File: src/rtl/uio_pkg.sv
package uio_pkg;
  localparam int             ADDR_W          = 5;
  localparam logic [4:0]     OFS_CTRL        = 5'h00;
  localparam logic [4:0]     OFS_LEDS        = 5'h04;
  localparam logic [4:0]     OFS_BUTTONS     = 5'h08;
  localparam logic [4:0]     OFS_DISP_CMD    = 5'h0c;
  localparam logic [4:0]     OFS_DISP_READ   = 5'h10;
  localparam logic [4:0]     OFS_STATUS      = 5'h14;
  localparam int             CTRL_EIGHT_BIT  = 0;
  localparam logic           CTRL_RESET      = 1'b1;
  localparam logic [3:0]     LEDS_N_RESET    = 4'hf;
  localparam int             CMD_RW_BIT      = 8;
  localparam int             CMD_RS_BIT      = 9;
  localparam int             READ_VALID_BIT  = 8;
  localparam int             STAT_BUSY_BIT   = 0;
  localparam int             STAT_EMPTY_BIT  = 1;
  localparam int             STAT_FULL_BIT   = 2;
  localparam int             STAT_COLS_LSB   = 16;
  localparam int             STAT_ROWS_LSB   = 24;
  localparam logic [7:0]     DISP_COLS       = 8'h10;
  localparam logic [3:0]     DISP_ROWS       = 4'h2;
  localparam logic [1:0]     RESP_OKAY       = 2'h0;
  localparam logic [1:0]     RESP_SLVERR     = 2'h2;
  localparam int             FIFO_DEPTH      = 16;
  localparam int             CLK_PERIOD_PS   = 8000;
  localparam int             SETUP_NS        = 60;
  localparam int             STROBE_NS       = 500;
  localparam int             HOLD_NS         = 20;
  localparam int             CNT_W           = 8;
  localparam logic [7:0]     SETUP_CNT       =
    8'((SETUP_NS * 1000 + CLK_PERIOD_PS - 1) / CLK_PERIOD_PS);
  localparam logic [7:0]     STROBE_CNT      =
    8'((STROBE_NS * 1000 + CLK_PERIOD_PS - 1) / CLK_PERIOD_PS);
  localparam logic [7:0]     HOLD_CNT        =
    8'((HOLD_NS * 1000 + CLK_PERIOD_PS - 1) / CLK_PERIOD_PS);

  typedef struct packed {
    logic       rs;
    logic       rw;
    logic [7:0] data;
  } disp_cmd_t;

  typedef enum logic [3:0] {
    ST_IDLE  = 4'b0001,
    ST_SETUP = 4'b0010,
    ST_PULSE = 4'b0100,
    ST_HOLD  = 4'b1000
  } disp_state_t;
endpackage : uio_pkg

File: src/rtl/user_io_panel_port.sv
// The implementer's own choices: the address map and the AXI4-Lite register port.
`timescale 1ns/1ps
`default_nettype none

module uio_fifo #(
  parameter int WIDTH = 10,
  parameter int DEPTH = 16
) (
  input  wire logic             i_core_clk,
  input  wire logic             i_rst,
  input  wire logic             i_clk_en,
  input  wire logic             i_in_valid,
  output logic                  o_in_ready,
  input  wire logic [WIDTH-1:0] i_in_data,
  output logic                  o_out_valid,
  input  wire logic             i_out_ready,
  output logic [WIDTH-1:0]      o_out_data
);
  localparam int PW = $clog2(DEPTH);
  logic [WIDTH-1:0] mem [DEPTH];
  logic [PW-1:0]    wr_ptr;
  logic [PW-1:0]    rd_ptr;
  logic [PW:0]      count;
  wire              push = i_in_valid & o_in_ready & i_clk_en;
  wire              pop  = o_out_valid & i_out_ready & i_clk_en;

  assign o_in_ready  = count != PW'(0) + (PW+1)'(DEPTH);
  assign o_out_valid = count != '0;
  assign o_out_data  = mem[rd_ptr];

  always_ff @(posedge i_core_clk) begin
    if (push) begin
      mem[wr_ptr] <= i_in_data;
    end
  end

  always_ff @(posedge i_core_clk or posedge i_rst) begin
    if (i_rst) begin
      wr_ptr <= '0;
      rd_ptr <= '0;
      count  <= '0;
    end else begin
      if (push) wr_ptr <= PW'(wr_ptr + 1'b1);
      if (pop) rd_ptr <= PW'(rd_ptr + 1'b1);
      if (push && !pop) count <= (PW+1)'(count + 1'b1);
      else if (pop && !push) count <= (PW+1)'(count - 1'b1);
    end
  end
endmodule : uio_fifo

////////////////////////////////////////////////////////////////////////////////

// Notes on behaviour
// [RULE1] Low general button level means pressed.
// [RULE2] High general button level means released, idle.
// [RULE3] Reset button low resets the whole design; the code leaves the button samples, which only i_reset clears.
// [RULE4] Reset button level is also software readable.
// [RULE5] Four independent indicators driven from software.
// [RULE6] Indicator output low lights it.
// [RULE7] Indicator output high turns it off.
// [RULE8] Display geometry is sixteen columns, two lines.
// [RULE9] Select line high for data, low instruction.
// [RULE10] Direction high reads, display drives the bus.
// [RULE11] Eight-line or four-line transfers, software chosen.
// [RULE12] Lines held stable while the strobe is high.
// [RULE13] Address lines steer direction, select; chip select.
module user_io_panel_port #(
  parameter logic [7:0] SETUP_CYCLES  = uio_pkg::SETUP_CNT,
  parameter logic [7:0] STROBE_CYCLES = uio_pkg::STROBE_CNT,
  parameter logic [7:0] HOLD_CYCLES   = uio_pkg::HOLD_CNT
) (
  input  wire logic                       i_core_clk,
  input  wire logic                       i_reset,
  input  wire logic                       i_clk_en,
  input  wire logic                       i_design_reset_button_n,
  input  wire logic                       i_general_button_0,
  input  wire logic                       i_general_button_1,
  output logic [3:0]                      o_indicator_n,
  output logic                            o_shared_addr_line_0,
  output logic                            o_shared_addr_line_1,
  output logic                            o_display_select_n,
  output logic                            o_display_enable,
  input  wire logic [7:0]                 i_display_data_lines,
  output logic [7:0]                      o_display_data_lines,
  output logic                            o_display_data_lines_oe,
  input  wire logic [uio_pkg::ADDR_W-1:0] i_awaddr,
  input  wire logic                       i_awvalid,
  output logic                            o_awready,
  input  wire logic [31:0]                i_wdata,
  input  wire logic [3:0]                 i_wstrb,
  input  wire logic                       i_wvalid,
  output logic                            o_wready,
  output logic [1:0]                      o_bresp,
  output logic                            o_bvalid,
  input  wire logic                       i_bready,
  input  wire logic [uio_pkg::ADDR_W-1:0] i_araddr,
  input  wire logic                       i_arvalid,
  output logic                            o_arready,
  output logic [31:0]                     o_rdata,
  output logic [1:0]                      o_rresp,
  output logic                            o_rvalid,
  input  wire logic                       i_rready
);
  import uio_pkg::*;

  logic              rst;
  logic              eight_bit;
  logic [2:0]        pressed;
  logic [7:0]        rd_data;
  logic              rd_valid;
  logic [ADDR_W-1:0] waddr;
  logic [31:0]       wdata;
  logic [3:0]        wstrb;
  disp_state_t       state;
  logic [7:0]        cnt;
  disp_cmd_t         cur;
  logic              cur_eight;
  logic              first_half;
  logic              q_in_ready;
  logic              q_valid;
  disp_cmd_t         q_data;

  // A pressed reset button clears everything but the readable button samples, its own included.
  assign rst = i_reset | ~i_design_reset_button_n; // [RULE3]

  //////////////////////////////////////////////////////////////////////////////

  wire        wr_go     = !o_awready && !o_wready && !o_bvalid;
  wire        is_cmd    = waddr == OFS_DISP_CMD;
  wire        wr_commit = wr_go && (!is_cmd || q_in_ready);
  wire        wr_mapped = waddr == OFS_CTRL || waddr == OFS_LEDS ||
                          waddr == OFS_BUTTONS || is_cmd ||
                          waddr == OFS_DISP_READ || waddr == OFS_STATUS;
  wire        q_push    = wr_commit && is_cmd && wstrb[0];
  wire        ar_fire   = i_arvalid && o_arready;
  wire        rd_clear  = ar_fire && i_araddr == OFS_DISP_READ;
  wire        cnt_done  = cnt == 8'h01;
  wire        last_half = cur_eight || !first_half;
  wire        rd_done   = state == ST_HOLD && cnt_done && cur.rw && last_half;
  wire        rd_known  = i_araddr == OFS_CTRL || i_araddr == OFS_LEDS ||
                          i_araddr == OFS_BUTTONS ||
                          i_araddr == OFS_DISP_CMD ||
                          i_araddr == OFS_DISP_READ ||
                          i_araddr == OFS_STATUS;
  wire [31:0] stat_word = {4'h0, DISP_ROWS, DISP_COLS, 13'h0000, // [RULE8]
                           !q_in_ready, !q_valid, state != ST_IDLE};
  wire [31:0] rd_word   =
    i_araddr == OFS_CTRL      ? {31'h0, eight_bit} :
    i_araddr == OFS_LEDS      ? {28'h0, ~o_indicator_n} :
    i_araddr == OFS_BUTTONS   ? {29'h0, pressed} :
    i_araddr == OFS_DISP_READ ? {23'h0, rd_valid, rd_data} :
    i_araddr == OFS_STATUS    ? stat_word : 32'h0000_0000;
  // In four-line mode the nibble travels on the upper four lines.
  wire [7:0]  first_out = eight_bit ? q_data.data
                                    : {q_data.data[7:4], 4'h0}; // [RULE11]

  uio_fifo #(
    .WIDTH ($bits(disp_cmd_t)),
    .DEPTH (FIFO_DEPTH)
  ) u_cmd_fifo (
    .i_core_clk  (i_core_clk),
    .i_rst       (rst),
    .i_clk_en    (i_clk_en),
    .i_in_valid  (q_push),
    .o_in_ready  (q_in_ready),
    .i_in_data   (wdata[9:0]),
    .o_out_valid (q_valid),
    .i_out_ready (state == ST_IDLE),
    .o_out_data  (q_data)
  );

  //////////////////////////////////////////////////////////////////////////////

  // The reset button sample only obeys the bus reset so it stays readable.
  always_ff @(posedge i_core_clk or posedge i_reset) begin
    if (i_reset) begin
      pressed <= 3'h0;
    end else if (i_clk_en) begin
      pressed <= {~i_design_reset_button_n, // [RULE4]
                  ~i_general_button_1, ~i_general_button_0}; // [RULE1] [RULE2]
    end
  end

  always_ff @(posedge i_core_clk or posedge rst) begin
    if (rst) begin
      o_awready     <= 1'b1;
      o_wready      <= 1'b1;
      o_bvalid      <= 1'b0;
      o_bresp       <= RESP_OKAY;
      waddr         <= '0;
      wdata         <= 32'h0000_0000;
      wstrb         <= 4'h0;
      eight_bit     <= CTRL_RESET;
      o_indicator_n <= LEDS_N_RESET;
    end else if (i_clk_en) begin
      if (i_awvalid && o_awready) begin
        o_awready <= 1'b0;
        waddr     <= i_awaddr;
      end
      if (i_wvalid && o_wready) begin
        o_wready <= 1'b0;
        wdata    <= i_wdata;
        wstrb    <= i_wstrb;
      end
      if (wr_commit) begin
        o_bvalid <= 1'b1;
        o_bresp  <= wr_mapped ? RESP_OKAY : RESP_SLVERR;
        if (waddr == OFS_CTRL && wstrb[0]) begin
          eight_bit <= wdata[CTRL_EIGHT_BIT]; // [RULE11]
        end
        if (waddr == OFS_LEDS && wstrb[0]) begin
          o_indicator_n <= ~wdata[3:0]; // [RULE5] [RULE6] [RULE7]
        end
      end
      if (o_bvalid && i_bready) begin
        o_bvalid  <= 1'b0;
        o_awready <= 1'b1;
        o_wready  <= 1'b1;
      end
    end
  end

  always_ff @(posedge i_core_clk or posedge rst) begin
    if (rst) begin
      o_arready <= 1'b1;
      o_rvalid  <= 1'b0;
      o_rdata   <= 32'h0000_0000;
      o_rresp   <= RESP_OKAY;
      rd_valid  <= 1'b0;
    end else if (i_clk_en) begin
      if (ar_fire) begin
        o_arready <= 1'b0;
        o_rvalid  <= 1'b1;
        o_rdata   <= rd_word;
        o_rresp   <= rd_known ? RESP_OKAY : RESP_SLVERR;
      end else if (o_rvalid && i_rready) begin
        o_rvalid  <= 1'b0;
        o_arready <= 1'b1;
      end
      // A read that completes as software drains the old byte still counts.
      if (rd_done) rd_valid <= 1'b1;
      else if (rd_clear) rd_valid <= 1'b0;
    end
  end

  //////////////////////////////////////////////////////////////////////////////

  always_ff @(posedge i_core_clk or posedge rst) begin
    if (rst) begin
      state                   <= ST_IDLE;
      cnt                     <= 8'h00;
      cur                     <= '0;
      cur_eight               <= 1'b1;
      first_half              <= 1'b0;
      rd_data                 <= 8'h00;
      o_shared_addr_line_0    <= 1'b0;
      o_shared_addr_line_1    <= 1'b0;
      o_display_select_n      <= 1'b1;
      o_display_enable        <= 1'b0;
      o_display_data_lines    <= 8'h00;
      o_display_data_lines_oe <= 1'b0;
    end else if (i_clk_en) begin
      if (state != ST_IDLE && !cnt_done) cnt <= cnt - 8'h01;
      case (state)
        ST_IDLE: begin
          if (q_valid) begin
            cur                     <= q_data;
            cur_eight               <= eight_bit;
            first_half              <= 1'b1;
            o_shared_addr_line_0    <= q_data.rw; // [RULE13] [RULE10]
            o_shared_addr_line_1    <= q_data.rs; // [RULE13] [RULE9]
            o_display_select_n      <= 1'b0; // [RULE13]
            o_display_data_lines_oe <= !q_data.rw; // [RULE10]
            o_display_data_lines    <= first_out;
            cnt                     <= SETUP_CYCLES;
            state                   <= ST_SETUP;
          end
        end
        ST_SETUP: begin
          if (cnt_done) begin
            o_display_enable <= 1'b1;
            cnt              <= STROBE_CYCLES;
            state            <= ST_PULSE;
          end
        end
        ST_PULSE: begin
          if (cnt_done) begin
            if (cur.rw && cur_eight) rd_data <= i_display_data_lines;
            else if (cur.rw && first_half) begin
              rd_data[7:4] <= i_display_data_lines[7:4]; // [RULE11]
            end else if (cur.rw) rd_data[3:0] <= i_display_data_lines[7:4];
            o_display_enable <= 1'b0; // [RULE12]
            cnt              <= HOLD_CYCLES;
            state            <= ST_HOLD;
          end
        end
        ST_HOLD: begin
          if (cnt_done && !last_half) begin
            first_half           <= 1'b0;
            o_display_data_lines <= {cur.data[3:0], 4'h0}; // [RULE11]
            cnt                  <= SETUP_CYCLES;
            state                <= ST_SETUP;
          end else if (cnt_done) begin
            o_display_select_n      <= 1'b1; // [RULE13]
            o_display_data_lines_oe <= 1'b0;
            state                   <= ST_IDLE;
          end
        end
        default: state <= ST_IDLE;
      endcase
    end
  end
endmodule : user_io_panel_port

`default_nettype wire

File: config.mk
export PLATFORM = sky130hd
export DESIGN_NAME = user_io_panel_port
export DESIGN_NICKNAME = d
export VERILOG_FILES = /design/src/rtl/uio_pkg.sv /design/src/rtl/user_io_panel_port.sv
export SDC_FILE = /design/constraint.sdc
export NUM_CORES = 1
export LEC_CHECK = 0
export BUFFER_PORTS_ARGS = -buffer_cell sky130_fd_sc_hd__buf_2
export CORE_MARGIN = 10
export CORE_UTILIZATION = 38
export DETAILED_ROUTE_END_ITERATION = 10
export PLACE_DENSITY = 0.55
export SLEW_MARGIN = 20
export SYNTH_ARGS = -nofsm -noshare
export SYNTH_HDL_FRONTEND = slang
export SYNTH_SLANG_ARGS = --single-unit
export TNS_END_PERCENT = 10
File: constraint.sdc
create_clock -name i_core_clk -period 7.36 [get_ports i_core_clk]
set_clock_uncertainty 0.05 [all_clocks]
set_input_delay 0.368 -clock i_core_clk [delete_from_list [all_inputs] [get_ports i_core_clk]]
set_output_delay 0.368 -clock i_core_clk [all_outputs]
set_load 0.02 [all_outputs]
# [Yosys cells after proc, flatten, opt, wreduce, memory -nomap -nowiden]
# Memories as Yosys holds them, arrays and structs flattened.
# Cells that the tools add are included.
[classes] reduce_logical=77 mux=55 eq_ne=25 n_addsub=5 bitwise=10
[op_table] cell="26-bit 2-to-1 mux" count=5
[op_table] cell="8-bit 2-to-1 mux" count=8
[op_table] cell="4-bit 2-to-1 mux" count=9
[op_table] cell="8-bit one-hot mux with 4 select lines" count=1
[op_table] cell="1-bit logical AND" count=22
[op_table] cell="1-bit 2-to-1 mux" count=22
[op_table] cell="5-bit by 4-bit == test with 1-bit output, second input constant" count=4
[op_table] cell="5-bit == test, second input constant" count=4
[op_table] cell="2-bit nonzero test" count=10
[op_table] cell="2-bit AND reduction" count=9
[op_table] cell="4-bit one-hot mux with 4 select lines" count=1
[op_table] cell="8-bit one-hot mux with 2 select lines" count=1
[op_table] cell="5-bit AND reduction" count=3
[op_table] cell="1-bit logical NOT" count=12
[op_table] cell="1-bit logical OR" count=12
[op_table] cell="2-bit inequality test, second input constant" count=6
[op_table] cell="4-bit AND reduction" count=3
[op_table] cell="5-bit by 3-bit == test with 1-bit output, second input constant" count=2
[op_table] cell="5-bit logical NOT" count=2
[op_table] cell="5-bit 2-to-1 mux" count=2
[op_table] cell="3-bit AND reduction" count=3
[op_table] cell="4-bit by 1-bit adder with 4-bit output, second input constant" count=2
[op_table] cell="8-bit by 1-bit == test with 1-bit output, second input constant" count=1
[op_table] cell="4-bit NOT" count=2
[op_table] cell="other kinds (17)" count=26
[totals] out_inout_bits=58 n_memories=1 inputBits=65 mem_bits_rw=160 register_bits=118 wordCells=204
[memory_table] memory="u_cmd_fifo.mem" depth=16 width=10 read_ports=1 rd_clocked_by_memory_dff=0 wr=1 line_no="user_io_panel_port.sv:20" rtl="logic [WIDTH-1:0] mem [DEPTH];"

# [Longest topological paths before layout]
# Gate-level depths: netlist of the first run.
[logic_depth] word_depth=12 depth_mapped=14 ltp_nobuf=12

# [Hierarchy]
# Synthesis of the first run repeated with hierarchy kept, for this count alone.
[hier_totals] cells_unflattened=757 hier_area_um2=11073.1
[modules_own_cells] module="uio_fifo" seq_area_each_um2=5129.9 cells_each=377 instances=1 area_each_um2=7000.5
[modules_own_cells] module="user_io_panel_port" seq_area_each_um2=2040.7 cells_each=380 instances=1 area_each_um2=4072.7

# [Worst setup path before layout of the first run]
# OpenSTA, ideal clock, no wires.
[synth_path] kind="reg2reg" startpoint="reg u_cmd_fifo.count[0]" endpoint="reg u_cmd_fifo.count[4]" setup_slack_ps=4101 required_time_ps=7179 n_path_buf=2 stages_incl_launch_ff=15 arrival_time_ps=3078 setup_ps=131 synth_period_minus_slack_ps=3259 path_cell_list="dfrtp_1 > nor4_1 > nand2b_1 > and3_1 > buf_2 > inv_2 > clkbuf_1 > ha_1 > inv_1 > fa_1 > a21o_1 > a21oi_1 > xnor2_1 > nor2_1 > xor2_1"
[synth_via] elab_chain_cells=10 word_cells_on_any_way=19 classes_between="add/sub: 2; eq/ne: 1; mux: 2; bitwise: 4; reduce/logical: 10"
[synth_lines] element="start, declared" line_no="user_io_panel_port.sv:23" rtl="logic [PW:0] count;"
[synth_lines] element="start signal, assigned" line_no="user_io_panel_port.sv:45" rtl="if (push && !pop) count <= (PW+1)'(count + 1'b1);"
[synth_lines] element="start signal, assigned" line_no="user_io_panel_port.sv:46" rtl="else if (pop && !push) count <= (PW+1)'(count - 1'b1);"
[synth_lines] element="5-bit inequality test" line_no="user_io_panel_port.sv:27" rtl="assign o_in_ready = count != PW'(0) + (PW+1)'(DEPTH);"
[synth_lines] element="1-bit logical OR" line_no="user_io_panel_port.sv:130" rtl="wire wr_commit = wr_go && (!is_cmd || q_in_ready);"
[synth_lines] element="1-bit logical AND" line_no="user_io_panel_port.sv:130"
[synth_lines] element="1-bit logical AND (2 in a row)" line_no="user_io_panel_port.sv:134" rtl="wire q_push = wr_commit && is_cmd && wstrb[0];"
[synth_lines] element="1-bit bitwise AND (2 in a row)" line_no="user_io_panel_port.sv:24" rtl="wire push = i_in_valid & o_in_ready & i_clk_en;"
[synth_lines] element="1-bit logical NOT" line_no="user_io_panel_port.sv:46"
[synth_lines] element="1-bit logical AND" line_no="user_io_panel_port.sv:46"
[synth_lines] element="2-bit nonzero test (no line)"
# Several ways; a longest one is shown, not always the timed one. The select of a mux whose other input is x is not followed.
# A chain may end at the register's enable or synchronous reset.

# [Final worst setup path of the first run]
# Same ends and word-level chain as after synthesis.

==> flow_metrics.py, run 1 <==
metrics = {
    "detailed_routing": {
        "drt_iter0_drc": 389,
        "drt_drc_violations_left": 0,
        "viasPerCell": 5.06,
        "wl_mm": 24.1,
        "wl_per_cell_um": 19.9,
        "postRouteAntennaNets": 0,
        "vias": 6138,
        "first_pass_iters": 4,
    },
    "final_layout": {
        "fin_nets": 892,
        "syn_to_final_growth_pct": 16.4,
        "drive_gt1_share_pct": 26.8,
        "fin_cells": 1214,
        "antenna_cells": 0,
        "fillCellCount": 2508,
        "utilization_pct": 44.9,
    },
    "yosys": {
        "yosysMostFrequentCell": "edfxtp_1",
        "synth_largest_area_cell": "edfxtp_1",
        "ys_top_cells_by_count": "edfxtp_1, dfrtp_1, nand2_1",
        "yosysTopAreaCellShare_pct": 44.7,
        "postSynthCellCount": 715,
        "synth-edff-count": 160,
        "ys_types": 62,
        "yosysSeqAreaShare_pct": 66.7,
        "synthFlopType": "edfxtp_1",
        "yosysWarnings": 0,
        "synthArstFlopShare_pct": 37.0,
        "synthTopCellsByArea": "edfxtp_1, dfrtp_1, mux4_2",
        "synth.cell_area_um2": 10800,
        "syn_avg_cell_area_um2": 15.0,
        "ys_ff_latch": 254,
    },
    "power": {
        "switching_power_w": 0.00150,
        "combinationalPowerShare_pct": 26.4,
        "power_w": 0.00460,
        "leakage_nw": 4.74,
        "p_clk_share_pct": 27.4,
        "internal_power_w": 0.00310,
        "powerDensity_nw_per_um2": 368,
        "seq_power_share_pct": 46.2,
        "ir_drop_mv": 0.183,
        "swShare_pct": 32.5,
    },
    "grt": {
        "grt_max_degree": 58,
        "grt.total_usage_pct": 13.5,
        "grt_antenna_before_repair": 0,
        "first_global_vias": 6346,
        "grt_overflow": 0,
        "grt_pass1_wl_mm": 37.9,
    },
    "setup_path": {
        "worstPathRequired_ps": 7720,
        "crit_buf_inv": 2,
        "worstPathArrival_ps": 3970,
        "cpLargestDelayFamily": "simple AND/OR/NAND/NOR gates",
        "end_kind": "flip-flop",
        "path_max_fanout": 16,
        "startpoint_type": "flip-flop",
        "cpPeakStageDelay_ps": 650,
        "cp_cell_sequence": "nor4_1, nand2b_1, and3_1, inv_2, ha_1, inv_1, fa_1, a21o_1, a21oi_1, xnor2_1, nor2_1, xor2_1",
        "crit_path_top_delay_cell": "nor4_1",
        "critPathKind": "flip-flop to flip-flop",
    },
    "placement": {
        "dp_cells": 1144,
        "place_congestion": 0.782,
        "portBuffers": 74,
        "dp_hpwl_mm": 15.9,
    },
    "clock_network": {
        "cts_buffers": 27,
        "cts-root-buf": "clkbuf_16",
        "cts_max_path_buffers": 3,
        "cts_setup_buffers": 0,
        "htreeDepth": 1,
        "cts_tree": "yes",
        "clk_pin_slew_ps": 60,
        "clock-sinks": 254,
        "insertion_delay_ps": 540,
    },
    "floorplan": {
        "start_util_pct": 38.6,
        "die_x_um": 188,
        "core_area_um2": 27900,
        "io_pins": 123,
        "die_area_um2": 35400,
        "row_count": 61,
        "die_y_um": 188,
    },
    "sta": {
        "tightest_slew_ps": 1190,
        "max_freq_mhz": 277,
        "tns_ps": 0,
        "fin_hold_ws_ps": 25.3,
        "rsz0062_at_grt": "no",
        "post-route-period-util_pct": 49.1,
        "fin_crit_ps": 3610,
        "setup_viol": 0,
        "slew_headroom_pct": 20.4,
        "hold_viol_final": 0,
        "timing.final.max_slew_violations": 0,
    },
    "worst_hold_path": {
        "hold_class": "input port to flip-flop",
    },
    "outcome": {
        "outcome": "completed",
    },
    "job": {
        "max_cap_violations": 0,
    },
}
## metrics by stage
stage,instance area (um2),setup slack [ps]
after floorplan,10800,1300
after global placement,11500,3430
after detailed placement,11500,3430
after CTS,12500,3760
after global routing,12500,3370
final,12500,3750
## area by class of cell
cell class / count / area, um2 / area share, %
clock inverter: 8 / 58.8 / 0.470
inverter: 20 / 75.1 / 0.600
clock buffer: 42 / 759 / 6.07
sequential: 254 / 7170 / 57.3
multi-input combinational: 408 / 3320 / 26.5
tap: 378 / 473 / 3.78
timing repair buffer: 104 / 658 / 5.26
## kinds of logic after synthesis
family | share of synthesized area, %
flops | 66.7
fa+ha+maj | 1.47
other cells | 0.0349
mux | 11.9
xor+xnor | 1.14
simple gates | 8.04
compound gates | 7.05
buf+inv | 3.64
## per-layer routing
metal | routed length (um) | GRT usage (%)
met3 | 1580 | 2.94
met4 | 479 | 3.57
met1 | 10600 | 18.3
met2 | 11400 | 21.4
met5 | 0 | 0
## cell usage in the layout (no fill, tap or decap), types with 6 or more instances in the layout
cell type,Yosys,final
nor3_1,10,10
nor2_1,31,31
clkbuf_1,16,11
xnor2_1,9,9
a21oi_1,27,26
mux4_2,41,41
and2_1,10,10
a22o_1,12,12
buf_4,24,9
dfrtp_1,83,82
ha_1,11,11
and3_1,7,7
dlygate4sd3_1,0,20
nand4_1,6,6
nand3_1,10,10
o22ai_1,13,13
nand2_1,55,55
dfstp_2,11,11
buf_2,10,74
mux2_2,32,32
conb_1,1,23
inv_1,19,19
clkbuf_16,0,27
edfxtp_1,160,160
o21ai_0,31,31
a211oi_1,6,6
## power by group through the flow
stage	logic (W)	registers, W	clock network [W]
after detailed placement	0.00123	0.00216	0
after global placement	0.00122	0.00215	0
after global routing	0.00136	0.00217	0.00136
final	0.00122	0.00213	0.00126
after floorplan	0.000879	0.00210	0
after CTS	0.00124	0.00213	0.00129
## flip-flops by register name, summed over array words and instances (netlist names), 5 cells and up
name	flops
o_display_data_lines	8
o_rdata	10
rd_data	8
u_cmd_fifo.mem	160
cnt	8
u_cmd_fifo.count	5
wdata	10
waddr	5
cur	5
## timing repair
action	4_1_cts	5_1_grt
hold buffers	20	0
hold endpoints to repair	32	0
gates resized for setup	0	0
## worst paths after layout
path                                startpoint                    to  slack, ps  cells past startpoint
max reg2reg                u_cmd_fifo.count[0]   u_cmd_fifo.count[4]       3750                     12
min                                 i_wdata[8]              wdata[8]         30                      2
min reg2reg                 o_display_select_n    o_display_select_n        420                      2
min in group asynchronous              i_reset            pressed[1]        230                      3
max                        u_cmd_fifo.count[0]   u_cmd_fifo.count[4]       3750                     12
max in group asynchronous              i_reset  u_cmd_fifo.rd_ptr[0]       5640                      4
No activity file was read; power rests on OpenSTA's default activity.
==> inputs of run 2 (changes only) <==
--- a/config.mk
+++ b/config.mk
@@ -9,7 +9,7 @@
 export CORE_MARGIN = 10
 export CORE_UTILIZATION = 38
 export DETAILED_ROUTE_END_ITERATION = 10
-export PLACE_DENSITY = 0.55
+export PLACE_DENSITY = 0.57
 export SLEW_MARGIN = 20
 export SYNTH_ARGS = -nofsm -noshare
 export SYNTH_HDL_FRONTEND = slang
==> constraint.sdc (replaced) <==
create_clock -name i_core_clk -period 3 [get_ports i_core_clk]
set_clock_uncertainty 0.05 [all_clocks]
set_input_delay 0.15 -clock i_core_clk [delete_from_list [all_inputs] [get_ports i_core_clk]]
set_output_delay 0.15 -clock i_core_clk [all_outputs]
set_load 0.02 [all_outputs]
==> flow_metrics.py, run 2 (synthesis gave the netlist of run 1 again) <==
metrics = {
    "sta": {
        "setup_viol": 0,
        "tightest_slew_ps": 808,
        "fin_crit_ps": 2820,
        "slew_headroom_pct": 45.7,
        "timing.final.max_slew_violations": 0,
        "hold_viol_final": 0,
        "post-route-period-util_pct": 93.9,
        "max_freq_mhz": 355,
        "fin_hold_ws_ps": 30.1,
        "rsz0062_at_grt": "no",
    },
    "grt": {
        "grt_overflow": 0,
        "grt.total_usage_pct": 13.5,
        "use_met1_pct": 18.6,
        "globalRouteMet3Util_pct": 2.10,
        "first_global_vias": 6650,
        "grt_pass1_wl_mm": 38.4,
        "grt_antenna_before_repair": 0,
        "use_met2_pct": 21.6,
        "grt_max_degree": 92,
        "grt.busiest_layer": "met2",
    },
    "power": {
        "seq_power_share_pct": 44.3,
        "powerDensity_nw_per_um2": 905,
        "internal_power_w": 0.00814,
        "p_clk_share_pct": 29.3,
        "leakage_nw": 5.06,
        "ir_drop_mv": 0.673,
        "switching_power_w": 0.00370,
        "swShare_pct": 31.2,
        "combinationalPowerShare_pct": 26.5,
    },
    "final_layout": {
        "drive_gt1_share_pct": 29.3,
        "fin_cells": 1264,
        "fillCellCount": 2470,
        "top_register": "u_cmd_fifo.mem",
        "layout_commonest_cell": "edfxtp_1",
        "antenna_cells": 0,
        "layout_common_cells": "edfxtp_1, dfrtp_1, buf_2, nand2_1",
        "top_regs": "u_cmd_fifo.mem: 160 flops, o_rdata: 10 flops, wdata: 10 flops",
        "syn_to_final_growth_pct": 21.7,
        "largest_reg_flops": 160,
        "fin_nets": 943,
    },
    "setup_path": {
        "cpLargestDelayFamily": "adder cells",
        "cp_cell_sequence": "nor4b_2, buf_4, nand2_1, nor3_2, ha_1, inv_1, fa_1, a21o_1, a21oi_1, xnor2_1, nor2_1, xor2_1",
        "reg2reg_from": "o_wready",
        "worstPathArrival_ps": 3170,
        "worstPathRequired_ps": 3350,
        "crit_start": "o_wready",
        "r2r_slack_ps": 180,
        "crit_buf_inv": 2,
        "critPathKind": "flip-flop to flip-flop",
        "end_kind": "flip-flop",
        "startpoint_type": "flip-flop",
        "crit_path_top_delay_cell": "fa_1",
        "cpPeakStageDelay_ps": 470,
        "path_max_fanout": 4,
    },
    "floorplan": {
        "row_count": 61,
        "start_util_pct": 38.6,
        "core_area_um2": 27900,
        "die_area_um2": 35400,
        "die_x_um": 188,
        "die_y_um": 188,
        "io_pins": 123,
    },
    "clock_network": {
        "cts-root-buf": "clkbuf_16",
        "htreeDepth": 1,
        "cts_setup_buffers": 0,
        "clock-sinks": 254,
        "cts_tree": "yes",
        "cts_buffers": 26,
        "cts_max_path_buffers": 3,
        "insertion_delay_ps": 520,
        "clk_pin_slew_ps": 60,
    },
    "detailed_routing": {
        "wl_per_cell_um": 19.1,
        "drt_iter0_drc": 428,
        "wl_mm": 24.2,
        "first_pass_iters": 5,
        "postRouteAntennaNets": 0,
        "vias": 6372,
        "drt_drc_violations_left": 0,
        "viasPerCell": 5.04,
    },
    "worst_hold_path": {
        "min-delay-start": "i_araddr[3]",
        "hold_class": "input port to flip-flop",
    },
    "placement": {
        "place_congestion": 0.787,
        "portBuffers": 74,
        "dp_cells": 1175,
        "dp_hpwl_mm": 16.4,
    },
    "job": {
        "max_cap_violations": 0,
    },
    "outcome": {
        "outcome": "completed",
    },
}
[run 2: changes by cell type in the layout (fill, tap and decap cells not counted), sizes merged]
cell and change:
clkinv +8, bufinv +6, buf +31, dlygate4sd3 +21, inv -1, clkbuf -15
[run 2: path summary, 6_finish.rpt]
path / depth (start not counted) / end
min reg2reg: 2 / o_display_select_n
max in group asynchronous: 4 / u_cmd_fifo.rd_ptr[0]
max: 12 / u_cmd_fifo.count[4]
max reg2reg: 12 / u_cmd_fifo.count[4]
min in group asynchronous: 3 / pressed[1]
min: 3 / o_rresp[1]
[run 2: final cells by class]
| cell class | count | area (um2) | share of cell area (%) |
|---|---|---|---|
| multi-input combinational | 408 | 3320 | 25.4 |
| tap | 378 | 473 | 3.62 |
| timing repair buffer | 156 | 1110 | 8.51 |
| clock inverter | 21 | 254 | 1.94 |
| sequential | 254 | 7170 | 54.8 |
| clock buffer | 27 | 676 | 5.16 |
| inverter | 20 | 75.1 | 0.574 |
[run 2: power by group through the flow]
stage | clock network [W] | registers, W | logic [W]
after floorplan | 0 | 0.00514 | 0.00216
after CTS | 0.00354 | 0.00525 | 0.00318
after detailed placement | 0 | 0.00532 | 0.00311
final | 0.00347 | 0.00524 | 0.00313
after global routing | 0.00368 | 0.00535 | 0.00345
after global placement | 0 | 0.00528 | 0.00310
[run 2: what timing repair did]
action / in CTS / in global routing
hold buffers: 41 / 0
resized for setup: 0 / 2
setup endpoints to repair: 0 / 1
endpoints found under the hold margin: 121 / 0
[run 2: tightest hold or removal path, cell delays in order]
cell	delay (ps)
buf_2	180
a211oi_1	90
o21ai_0	140
[run 2: stage by stage]
stage | utilization (%) | setup slack, ps | cell area, um2 | power, W | setup TNS (ps)
floorplan | - | -259 | 10800 | 0.00730 | -279
global placement | 42.1 | 108 | 11700 | 0.00838 | 0
detailed placement | 42.1 | 85.4 | 11700 | 0.00843 | 0
CTS | 46.9 | 55.3 | 13100 | 0.0120 | 0
global route | 47.0 | 3.62 | 13100 | 0.0125 | 0
finish | 47.0 | 182 | 13100 | 0.0118 | 0
[run 2: per-layer routing]
layer,share of wire (%),routed length (um)
met1,46,11100
met2,48,11700
met3,4.7,1130
met4,1.3,318
met5,0,0
